==> src/common/amp_rail_pkg.sv <==
// Constants for the amplifier supply-rail and idle-mode controller.
// Assumes a single 25 MHz clock domain and an APB register slave.
`default_nettype none
package amp_rail_pkg;
    // Register byte offsets.
    localparam logic [7:0] CTRL_OFS     = 8'h00;
    localparam logic [7:0] THRESH_OFS   = 8'h04;
    localparam logic [7:0] TIMING_OFS   = 8'h08;
    localparam logic [7:0] IDLE_OFS     = 8'h0c;
    localparam logic [7:0] STATUS_OFS   = 8'h10;
    // Control register fields.
    localparam int CTRL_EN_BIT          = 0;
    localparam int CTRL_SEL_LSB         = 1;
    localparam int CTRL_METH_LSB        = 3;
    localparam int CTRL_SINGLE_BIT      = 5;
    localparam int CTRL_IDLE_EN_BIT     = 6;
    localparam int CTRL_WSZ_LSB         = 7;
    // Reset values.
    localparam logic [31:0] CTRL_RST    = 32'h0000_0008;
    localparam logic [31:0] THRESH_RST  = 32'h0000_0000;
    localparam logic [31:0] TIMING_RST  = 32'h0000_0000;
    localparam logic [31:0] IDLE_RST    = 32'h0000_0000;
    // Supply selection and threshold method codes.
    localparam logic [1:0] SEL_DUAL     = 2'h0;
    localparam logic [1:0] SEL_HIGH     = 2'h1;
    localparam logic [1:0] SEL_LOW      = 2'h2;
    localparam logic [1:0] METH_FIXED   = 2'h0;
    localparam logic [1:0] METH_HEAD    = 2'h1;
    localparam logic [1:0] METH_MIN     = 2'h2;
    // Word size codes: 16, 24 or 32 bit slots.
    localparam logic [1:0] WSZ_16       = 2'h0;
    localparam logic [1:0] WSZ_24       = 2'h1;
    // Idle entry sample count.
    localparam int IDLE_COUNT           = 1024;
    typedef enum logic [1:0] {
        RAIL_HIGH = 2'b00,
        RAIL_WAIT = 2'b01,
        RAIL_ZC   = 2'b10,
        RAIL_LOW  = 2'b11
    } rail_state_e;
endpackage
`default_nettype wire

==> src/hdl/amp_supply_rail_ctrl.sv <==
// Supply-rail selection, signal-path delay and idle-mode control.
// Assumes samples, rail measurements and APB share i_clock.
`default_nettype none
module amp_supply_rail_ctrl #(
    parameter int LVL_W   = 12,
    parameter int DLY_MAX = 15
) (
    input  wire logic              i_clock,
    input  wire logic              i_rstn,
    input  wire logic              i_psel,
    input  wire logic              i_penable,
    input  wire logic              i_pwrite,
    input  wire logic [7:0]        i_paddr,
    input  wire logic [31:0]       i_pwdata,
    output logic      [31:0]       o_prdata,
    output logic                   o_pready,
    output logic                   o_pslverr,
    input  wire logic [LVL_W-1:0]  i_low_rail_level,
    input  wire logic              i_sample_valid,
    input  wire logic [31:0]       i_sample,
    input  wire logic [15:0]       i_isense,
    input  wire logic [15:0]       i_vsense,
    output logic                   o_sample_valid,
    output logic      [31:0]       o_sample,
    output logic      [15:0]       o_isense,
    output logic      [15:0]       o_vsense,
    output logic                   o_low_rail_active_out,
    output logic                   o_idle
);
    // Refuses at elaboration the widths that the register fields and the delay line cannot hold.
    if (LVL_W < 4 || LVL_W > 16 || DLY_MAX < 1 || DLY_MAX > 15)
    begin
        $error("amp_supply_rail_ctrl: unsupported parameters");
    end

    //------------------------------------------------------------------
    // Register slave
    //------------------------------------------------------------------
    logic [31:0] ctrl_q;
    logic [31:0] thresh_q;
    logic [31:0] timing_q;
    logic [31:0] idle_q;
    wire         wr_en   = i_psel & i_penable & i_pwrite;
    wire         hit_ctl = (i_paddr == amp_rail_pkg::CTRL_OFS);
    wire         hit_thr = (i_paddr == amp_rail_pkg::THRESH_OFS);
    wire         hit_tim = (i_paddr == amp_rail_pkg::TIMING_OFS);
    wire         hit_idl = (i_paddr == amp_rail_pkg::IDLE_OFS);
    wire         hit_sts = (i_paddr == amp_rail_pkg::STATUS_OFS);
    wire         mapped  = hit_ctl | hit_thr | hit_tim | hit_idl | hit_sts;

    // Zero-wait slave; unmapped addresses answer with an error.
    assign o_pready  = 1'b1;
    assign o_pslverr = i_psel & i_penable & ~mapped;

    // Configuration fields decoded from the registers.
    wire             path_on       = ctrl_q[amp_rail_pkg::CTRL_EN_BIT];
    wire [1:0]       supply_sel    = ctrl_q[amp_rail_pkg::CTRL_SEL_LSB +: 2];
    wire [1:0]       method        = ctrl_q[amp_rail_pkg::CTRL_METH_LSB +: 2];
    wire             single_supply = ctrl_q[amp_rail_pkg::CTRL_SINGLE_BIT];
    wire             idle_en       = ctrl_q[amp_rail_pkg::CTRL_IDLE_EN_BIT];
    wire [1:0]       word_size     = ctrl_q[amp_rail_pkg::CTRL_WSZ_LSB +: 2];
    wire [LVL_W-1:0] fixed_thr     = thresh_q[0 +: LVL_W];
    wire [LVL_W-1:0] headroom      = thresh_q[16 +: LVL_W];
    wire [LVL_W-1:0] min_level     = timing_q[16 +: LVL_W];
    wire [11:0]      hold_cnt      = timing_q[11:0];
    wire [3:0]       sw_delay      = timing_q[15:12];
    wire [4:0]       entry_bits    = idle_q[4:0];
    wire [4:0]       exit_bits     = idle_q[12:8];

    // Writes store the addressed register; STATUS ignores them.
    always_ff @(posedge i_clock or negedge i_rstn)
    begin
        if (!i_rstn)
        begin
            ctrl_q   <= amp_rail_pkg::CTRL_RST;
            thresh_q <= amp_rail_pkg::THRESH_RST;
            timing_q <= amp_rail_pkg::TIMING_RST;
            idle_q   <= amp_rail_pkg::IDLE_RST;
        end
        else if (wr_en)
        begin
            if (hit_ctl) ctrl_q   <= {23'h0, i_pwdata[8:0]};
            if (hit_thr) thresh_q <= i_pwdata;
            if (hit_tim) timing_q <= i_pwdata;
            if (hit_idl) idle_q   <= {19'h0, i_pwdata[12:8], 3'h0, i_pwdata[4:0]};
        end
    end

    //------------------------------------------------------------------
    // Mode and threshold selection
    //------------------------------------------------------------------
    wire mode_high = single_supply | (supply_sel == amp_rail_pkg::SEL_HIGH);
    wire mode_low  = ~mode_high & (supply_sel == amp_rail_pkg::SEL_LOW);
    wire mode_dual = ~mode_high & ~mode_low;

    // Headroom threshold saturates at zero rather than wrapping.
    wire [LVL_W-1:0] head_thr = (i_low_rail_level > headroom) ?
                                (i_low_rail_level - headroom) : '0;
    wire [LVL_W-1:0] min_thr  = (fixed_thr < head_thr) ? fixed_thr : head_thr;
    wire [LVL_W-1:0] rail_switch_level =
        (method == amp_rail_pkg::METH_FIXED) ? fixed_thr :
        (method == amp_rail_pkg::METH_MIN)   ? min_thr : head_thr;
    wire low_rail_weak = i_low_rail_level < min_level;

    //------------------------------------------------------------------
    // Sample alignment and magnitude
    //------------------------------------------------------------------
    // Slot is MSB-justified; the word size decides where the LSB sits.
    logic [31:0] aligned;
    always_comb
    begin
        case (word_size)
            amp_rail_pkg::WSZ_16: aligned = {{16{i_sample[31]}}, i_sample[31:16]};
            amp_rail_pkg::WSZ_24: aligned = {{8{i_sample[31]}}, i_sample[31:8]};
            default:              aligned = i_sample;
        endcase
    end
    wire [31:0] magnitude = aligned[31] ? (~aligned + 32'h1) : aligned;

    // Count of active bits: position of the highest set bit plus one.
    logic [5:0] active_bits;
    always_comb
    begin
        active_bits = 6'h0;
        for (int k = 0; k < 32; k++)
            if (magnitude[k]) active_bits = 6'(k + 1);
    end
    wire above_entry = active_bits > {1'b0, entry_bits};
    wire above_exit  = active_bits > {1'b0, exit_bits};

    // Signal level compared in the threshold's units (top of magnitude).
    wire [LVL_W-1:0] sig_level = magnitude[30 -: LVL_W];
    wire             sig_above = sig_level > rail_switch_level;
    logic            prev_sign_q;
    wire             zero_cross = i_sample_valid & (aligned[31] != prev_sign_q);

    //------------------------------------------------------------------
    // Rail state machine
    //------------------------------------------------------------------
    amp_rail_pkg::rail_state_e state_q;
    amp_rail_pkg::rail_state_e state_d;
    logic [11:0] hold_q;
    wire         hold_done = hold_q > hold_cnt;
    wire         force_hi  = ~path_on | low_rail_weak | (i_sample_valid & sig_above);

    always_comb
    begin
        state_d = state_q;
        case (state_q)
            amp_rail_pkg::RAIL_HIGH: state_d = force_hi ? amp_rail_pkg::RAIL_HIGH
                                                        : amp_rail_pkg::RAIL_WAIT;
            amp_rail_pkg::RAIL_WAIT:
                if (force_hi) state_d = amp_rail_pkg::RAIL_HIGH;
                else if (hold_done) state_d = amp_rail_pkg::RAIL_ZC;
            amp_rail_pkg::RAIL_ZC:
                if (force_hi) state_d = amp_rail_pkg::RAIL_HIGH;
                else if (zero_cross) state_d = amp_rail_pkg::RAIL_LOW;
            amp_rail_pkg::RAIL_LOW:
                if (force_hi) state_d = amp_rail_pkg::RAIL_HIGH;
            default: state_d = amp_rail_pkg::RAIL_HIGH;
        endcase
        if (!mode_dual) state_d = amp_rail_pkg::RAIL_HIGH;
    end

    always_ff @(posedge i_clock or negedge i_rstn)
    begin
        if (!i_rstn)
        begin
            state_q     <= amp_rail_pkg::RAIL_HIGH;
            hold_q      <= 12'h0;
            prev_sign_q <= 1'b0;
        end
        else
        begin
            state_q <= state_d;
            hold_q  <= (state_d == amp_rail_pkg::RAIL_WAIT && hold_q != 12'hfff) ?
                       hold_q + 12'h1 : 12'h0;
            if (i_sample_valid) prev_sign_q <= aligned[31];
        end
    end

    // Low-rail flag: fixed low, or dual rail settled on the low rail.
    logic low_active_q;
    always_ff @(posedge i_clock or negedge i_rstn)
    begin
        if (!i_rstn) low_active_q <= 1'b0;
        else low_active_q <= path_on & (mode_low |
                             (mode_dual & state_d == amp_rail_pkg::RAIL_LOW));
    end
    assign o_low_rail_active_out = low_active_q;

    //------------------------------------------------------------------
    // Signal-path delay line
    //------------------------------------------------------------------
    logic [31:0] dly_q [DLY_MAX+1];
    logic [DLY_MAX:0] dvld_q;
    wire  [3:0] tap = mode_dual ? sw_delay : 4'h0;
    always_ff @(posedge i_clock or negedge i_rstn)
    begin
        if (!i_rstn)
        begin
            dvld_q <= '0;
            for (int k = 0; k <= DLY_MAX; k++) dly_q[k] <= 32'h0;
        end
        else
        begin
            dvld_q <= {dvld_q[DLY_MAX-1:0], i_sample_valid & path_on};
            dly_q[0] <= i_sample;
            for (int k = 1; k <= DLY_MAX; k++) dly_q[k] <= dly_q[k-1];
        end
    end
    wire [3:0] tap_c = (tap > 4'(DLY_MAX)) ? 4'(DLY_MAX) : tap;
    assign o_sample_valid = dvld_q[tap_c];
    assign o_sample       = path_on ? dly_q[tap_c] : 32'h0;

    //------------------------------------------------------------------
    // Idle detector
    //------------------------------------------------------------------
    logic [10:0] quiet_q;
    logic        idle_q_r;
    always_ff @(posedge i_clock or negedge i_rstn)
    begin
        if (!i_rstn)
        begin
            quiet_q  <= 11'h0;
            idle_q_r <= 1'b0;
        end
        else if (!idle_en || !path_on)
        begin
            quiet_q  <= 11'h0;
            idle_q_r <= 1'b0;
        end
        else if (i_sample_valid)
        begin
            if (above_entry) quiet_q <= 11'h0;
            else if (quiet_q != 11'h7ff) quiet_q <= quiet_q + 11'h1;
            if (idle_q_r && above_exit) idle_q_r <= 1'b0;
            else if (!above_entry && quiet_q >= 11'(amp_rail_pkg::IDLE_COUNT))
                idle_q_r <= 1'b1;
        end
    end
    assign o_idle = idle_q_r;

    // Sense results are zeroed while idle.
    logic [15:0] isense_q;
    logic [15:0] vsense_q;
    always_ff @(posedge i_clock or negedge i_rstn)
    begin
        if (!i_rstn)
        begin
            isense_q <= 16'h0;
            vsense_q <= 16'h0;
        end
        else
        begin
            isense_q <= idle_q_r ? 16'h0 : i_isense;
            vsense_q <= idle_q_r ? 16'h0 : i_vsense;
        end
    end
    assign o_isense = isense_q;
    assign o_vsense = vsense_q;

    // Read mux; status shows rail state and idle.
    wire [31:0] status = {26'h0, idle_q_r, low_active_q, 2'h0, state_q};
    assign o_prdata = hit_ctl ? ctrl_q : hit_thr ? thresh_q : hit_tim ? timing_q :
                      hit_idl ? idle_q : hit_sts ? status : 32'h0;

    //------------------------------------------------------------------
    // Assertions
    //------------------------------------------------------------------
    property p_fixed_high;
        @(posedge i_clock) disable iff (!i_rstn)
        mode_high |=> !o_low_rail_active_out;
    endproperty
    a_fixed_high: assert property (p_fixed_high) else $error("low rail in high mode");

    property p_fixed_low;
        @(posedge i_clock) disable iff (!i_rstn)
        (mode_low && path_on) |=> o_low_rail_active_out;
    endproperty
    a_fixed_low: assert property (p_fixed_low) else $error("low rail missing");

    property p_prompt_high;
        @(posedge i_clock) disable iff (!i_rstn)
        (mode_dual && i_sample_valid && sig_above) |=> !o_low_rail_active_out;
    endproperty
    a_prompt_high: assert property (p_prompt_high) else $error("slow rail rise");

    property p_weak_low;
        @(posedge i_clock) disable iff (!i_rstn)
        low_rail_weak |=> state_q == amp_rail_pkg::RAIL_HIGH;
    endproperty
    a_weak_low: assert property (p_weak_low) else $error("weak low rail used");

    property p_zc_gate;
        @(posedge i_clock) disable iff (!i_rstn)
        ($rose(state_q == amp_rail_pkg::RAIL_LOW)) |-> $past(zero_cross);
    endproperty
    a_zc_gate: assert property (p_zc_gate) else $error("low rail without zero cross");

    property p_idle_zero;
        @(posedge i_clock) disable iff (!i_rstn)
        o_idle |=> (o_isense == 16'h0 && o_vsense == 16'h0);
    endproperty
    a_idle_zero: assert property (p_idle_zero) else $error("sense not zero");

    property p_idle_exit;
        @(posedge i_clock) disable iff (!i_rstn)
        (o_idle && i_sample_valid && above_exit && idle_en && path_on) |=> !o_idle;
    endproperty
    a_idle_exit: assert property (p_idle_exit) else $error("idle kept");

    property p_idle_entry;
        @(posedge i_clock) disable iff (!i_rstn)
        $rose(o_idle) |-> $past(quiet_q) >= 11'(amp_rail_pkg::IDLE_COUNT);
    endproperty
    a_idle_entry: assert property (p_idle_entry) else $error("early idle");

    property p_path_off;
        @(posedge i_clock) disable iff (!i_rstn)
        !path_on |-> o_sample == 32'h0;
    endproperty
    a_path_off: assert property (p_path_off) else $error("path not gated");

    // The single-supply flag wins over a low-rail selection.
    property p_single_high;
        @(posedge i_clock) disable iff (!i_rstn)
        single_supply |=> !o_low_rail_active_out;
    endproperty
    a_single_high: assert property (p_single_high) else $error("single low");

    // The flag only stands for fixed low mode or a dual-rail low state.
    property p_low_source;
        @(posedge i_clock) disable iff (!i_rstn)
        o_low_rail_active_out |-> ($past(mode_low) || state_q == amp_rail_pkg::RAIL_LOW);
    endproperty
    a_low_source: assert property (p_low_source) else $error("low flag unsourced");

    // Waiting for a zero crossing starts only once the hold has run out.
    property p_hold_gate;
        @(posedge i_clock) disable iff (!i_rstn)
        $rose(state_q == amp_rail_pkg::RAIL_ZC) |-> $past(hold_done);
    endproperty
    a_hold_gate: assert property (p_hold_gate) else $error("early zero-cross wait");

    c_weak_rail: cover property (@(posedge i_clock) disable iff (!i_rstn)
        mode_dual && low_rail_weak);

    c_low_rail: cover property (@(posedge i_clock) disable iff (!i_rstn)
        mode_dual && $rose(o_low_rail_active_out));
    c_idle_in: cover property (@(posedge i_clock) disable iff (!i_rstn) $rose(o_idle));
    c_idle_out: cover property (@(posedge i_clock) disable iff (!i_rstn) $fell(o_idle));
endmodule
`default_nettype wire

==> config.mk <==
export PLATFORM = sky130hd
export DESIGN_NAME = amp_supply_rail_ctrl
export DESIGN_NICKNAME = d
export VERILOG_FILES = /design/src/common/amp_rail_pkg.sv /design/src/hdl/amp_supply_rail_ctrl.sv
export SDC_FILE = /design/constraint.sdc
export NUM_CORES = 1
export LEC_CHECK = 0
export CORE_ASPECT_RATIO = 1.5
export CORE_MARGIN = 4
export CORE_UTILIZATION = 40
export DETAILED_ROUTE_END_ITERATION = 8
export DONT_BUFFER_PORTS = 1
export PLACE_DENSITY = 0.65
export SYNTH_ARGS = -nofsm -noshare
export SYNTH_HDL_FRONTEND = slang
export SYNTH_SLANG_ARGS = --single-unit
==> constraint.sdc <==
create_clock -name i_clock -period 6.7 [get_ports i_clock]
set_clock_uncertainty 0.2 [all_clocks]
set_input_delay 0.67 -clock i_clock [delete_from_list [all_inputs] [get_ports i_clock]]
set_output_delay 0.67 -clock i_clock [all_outputs]
set_load 0.005 [all_outputs]
==> impl_results.md <==
- Status: complete, but fails checks
- Failing checks: negative hold slack, max-slew violations
- Internal: 6.54 mW
- Worst r2r src: thresh_q[16]
- Final Setup Violations: 0
- Core area: 69200 um2
- GP Congestion: 0.856
- Top post-synthesis cells by area: dfrtp_1 60%, mux4_2 5.6%, mux2_2 3.7%
- P_sw: 1.89 mW
- Filler instances: 5991
- Final hold violation count: 670
- Synthesized-area fraction occupied by xor and xnor cells: 1.22%
- CP Capture Type: flop
- Die footprint: 74300 um2
- Post-Synth Simple-Gate Area: 7.91%
- Final cycle utilization of the critical path: 96.3%
- Slew margin rel.: -31.7%
- Syn nets: 2363
- Port Buffers: 0
- Mux share of post-synthesis cell area: 13.7%
- Clock Latency Late Sink: 0.65 ns
- Top post-synthesis cells by count: 670 x dfrtp_1, 126 x nand2_1, 121 x nor2_1, 121 x o21ai_0, 99 x mux2i_1
- Reg-to-Reg End: hold_q[8]
- CP Data Required Time: 7.09 ns
- Yosys warns: 0
- Initial Util: 40.4%
- Placed cell areas: 29000 um2
- Total grt overflow: 0
- Hold_ws: -0.444 ns
- CP max stage delay: 0.57 ns
- Post-route setup slack: 0.247 ns
- Area share of the largest cell type after synthesis: 59.9%
- FF+latch count, synth: 671
- F_max: 155 MHz
- Vias in the first global route: 19383
- Total Power: 8.42 mW
- FP Rows: 118
- Root Buffer: clkbuf_16
- Number of top-level pins: 223
- Buf/Inv on CP: 3
- Clock power frac: 43.4%
- Synth unique cells: 90
- Post-layout nets: 2449
- Synth area leader: dfrtp_1
- DR pass1 iterations: 6
- WS Path Type: flop to flop
- Critical path arrival: 6.84 ns
- Initial antenna violation count: 3
- CTS Buf Count: 61
- Total Wirelength: 73600 um
- DRC: 0
- Post-route cell area: 32200 um2
- Reg power frac: 51.4%
- CTS tree: done
- Post-synth ARST share: 100%
- Crit-path max FO: 5
- DP Worst Slack: -0.280 ns
- Storage element area: 16800 um2
- Largest family of logic cells by synthesized area: multiplexers
- Sw frac: 22.4%
- Main synth FF type: dfrtp_1
- Period minus WS final: 6.45 ns
- Clock Path Buffers: 3
- Kind of cell adding the most delay to the critical path: compound AO/OA/AOI/OAI gates
- Comb power frac: 5.2%
- Via Count: 18047
- First-pass GRT wire length: 115000 um
- Leakage: 13.9 nW
- H-tree levels: 2
- Gr usage total: 19.5%
- Hold crit path type: input port to async pin
- Reg2Reg Depth: 33
- Multi-input logic area: 10600 um2
- Compound-Gate Fraction of Synth Area: 11.1%
- Number of synthesized flops with an enable pin: 0
- Max Cap Viol: 0
- Layout overhead on the synthesized area: 15.2%
- Slowest CP cell: or4_4
- R2R Setup Slk: 0.25 ns
- Peak supply drop: 0.000200 V
- PwrDens: 261 nW/um2
- Fraction of layout cells with a size suffix above 1: 15.8%
- CTS hold repair buffers: 97
- Startpoint Class: flop
- Largest net degree at the start of global routing: 672
- Die Ht: 332 um
- Clock Sinks: 671
- Fin. max-slew vios: 331
- DIE WIDTH: 224 um
- Final core occ: 46.5%
- Antenna Nets Post-Route: 0
- Most numerous cell in the Yosys netlist: dfrtp_1
- Vias per inst: 5.63
- Mapped Cells: 2169
- HPWL after DPL: 46600 um
- Post-DR wirelength/cell: 23.0 um
- Initial DRC count: 1043
- Worst-Margin Slew: 1.98 ns
- Syn avg cell area: 12.9 um2
- Synth Area in Adders: 3.25%
- Worst path most repeated cell: a21o_1
- Clock transition at path regs: 0.06 ns
- Synthesized cell area: 28000 um2
- Sequential area share after synthesis: 60.0%
## layer usage
layer  part of all wire [%]  global-route usage (%)  up-vias  wire (um)
met4                    4.8                    8.78        0       3550
met1                     39                    23.9     9282      28900
met2                     50                    32.9      544      36500
met3                    6.2                    4.56      183       4580
li1                       -                       -     8038          -
met5                      0                       0        -          0
## power groups by stage
stage	registers, mW	logic (mW)	clock network, mW
floorplan	4.36	0.305	0
global placement	4.39	0.365	0
detailed placement	4.40	0.370	0
CTS	4.33	0.435	3.76
global route	4.35	0.478	3.91
finish	4.33	0.439	3.65
## repair_timing
item                       4_1_cts  5_1_grt
hold endpoints to repair       821      670
setup endpoints to repair        0       15
gates resized for setup          0       18
buffers inserted                 0        2
## layout make-up
class,instances,share of cell area (%)
flip-flops and latches,671,52.1
diodes,2,0.0155
multi-input cells,1309,32.9
well taps,900,3.49
repair buffers,143,4.11
clock inverters,27,1.13
clock buffers,84,5.47
inverters,69,0.804
## cell families (layout without fill, tap and decap cells)
family          Yosys count  count (layout)
flops                   671             671
compound gates          477             477
simple gates            437             437
mux                     283             283
buf+inv                 189             323
fa+ha+maj                72              72
xor+xnor                 39              39
other cells               1               3
## state kept, by name, indices dropped and copies added, names as in the netlist
signal	cells
o_vsense	16
quiet_q	11
dvld_q	16
state_q	2
prev_sign_q	1
o_isense	16
timing_q	32
o_low_rail_active_out	1
dly_q	512
thresh_q	32
o_idle	1
hold_q	12
idle_q	10
ctrl_q	9
## worst max path at each step
stage,to,start,cells past startpoint
finish,hold_q[8],thresh_q[16],33
global route,hold_q[11],thresh_q[16],33
CTS,hold_q[4],thresh_q[16],31
detailed placement,hold_q[11],i_low_rail_level[0],32
global placement,hold_q[0],i_low_rail_level[0],34
floorplan,hold_q[0],i_low_rail_level[0],34
## metrics by stage
stage,cells,TNS (ns)
final,3205,0
after global routing,3205,-0.772
after CTS,3200,0
after detailed placement,2992,-3.55
after global placement,2992,-2.55
after floorplan,2169,0
## cells in the final DEF, fill, tap and decap left out, drive strengths merged, types with 16 or more instances in the layout
| cell | instances |
|---|---|
| dfrtp | 670 |
| o21ai | 140 |
| nand2 | 127 |
| nor2 | 121 |
| mux2 | 114 |
| mux2i | 100 |
| dlygate4sd3 | 97 |
| clkbuf | 84 |
| a21oi | 76 |
| ha | 71 |
| inv | 70 |
| mux4 | 69 |
| buf | 46 |
| o31ai | 44 |
| nor2b | 42 |
| o22ai | 37 |
| o221ai | 33 |
| nor3 | 30 |
| nand3 | 28 |
| a21o | 26 |
| xnor2 | 20 |
| xor2 | 19 |
| a22o | 19 |
| o21a | 16 |
| a31oi | 16 |
(Power assumes the default switching activity.)
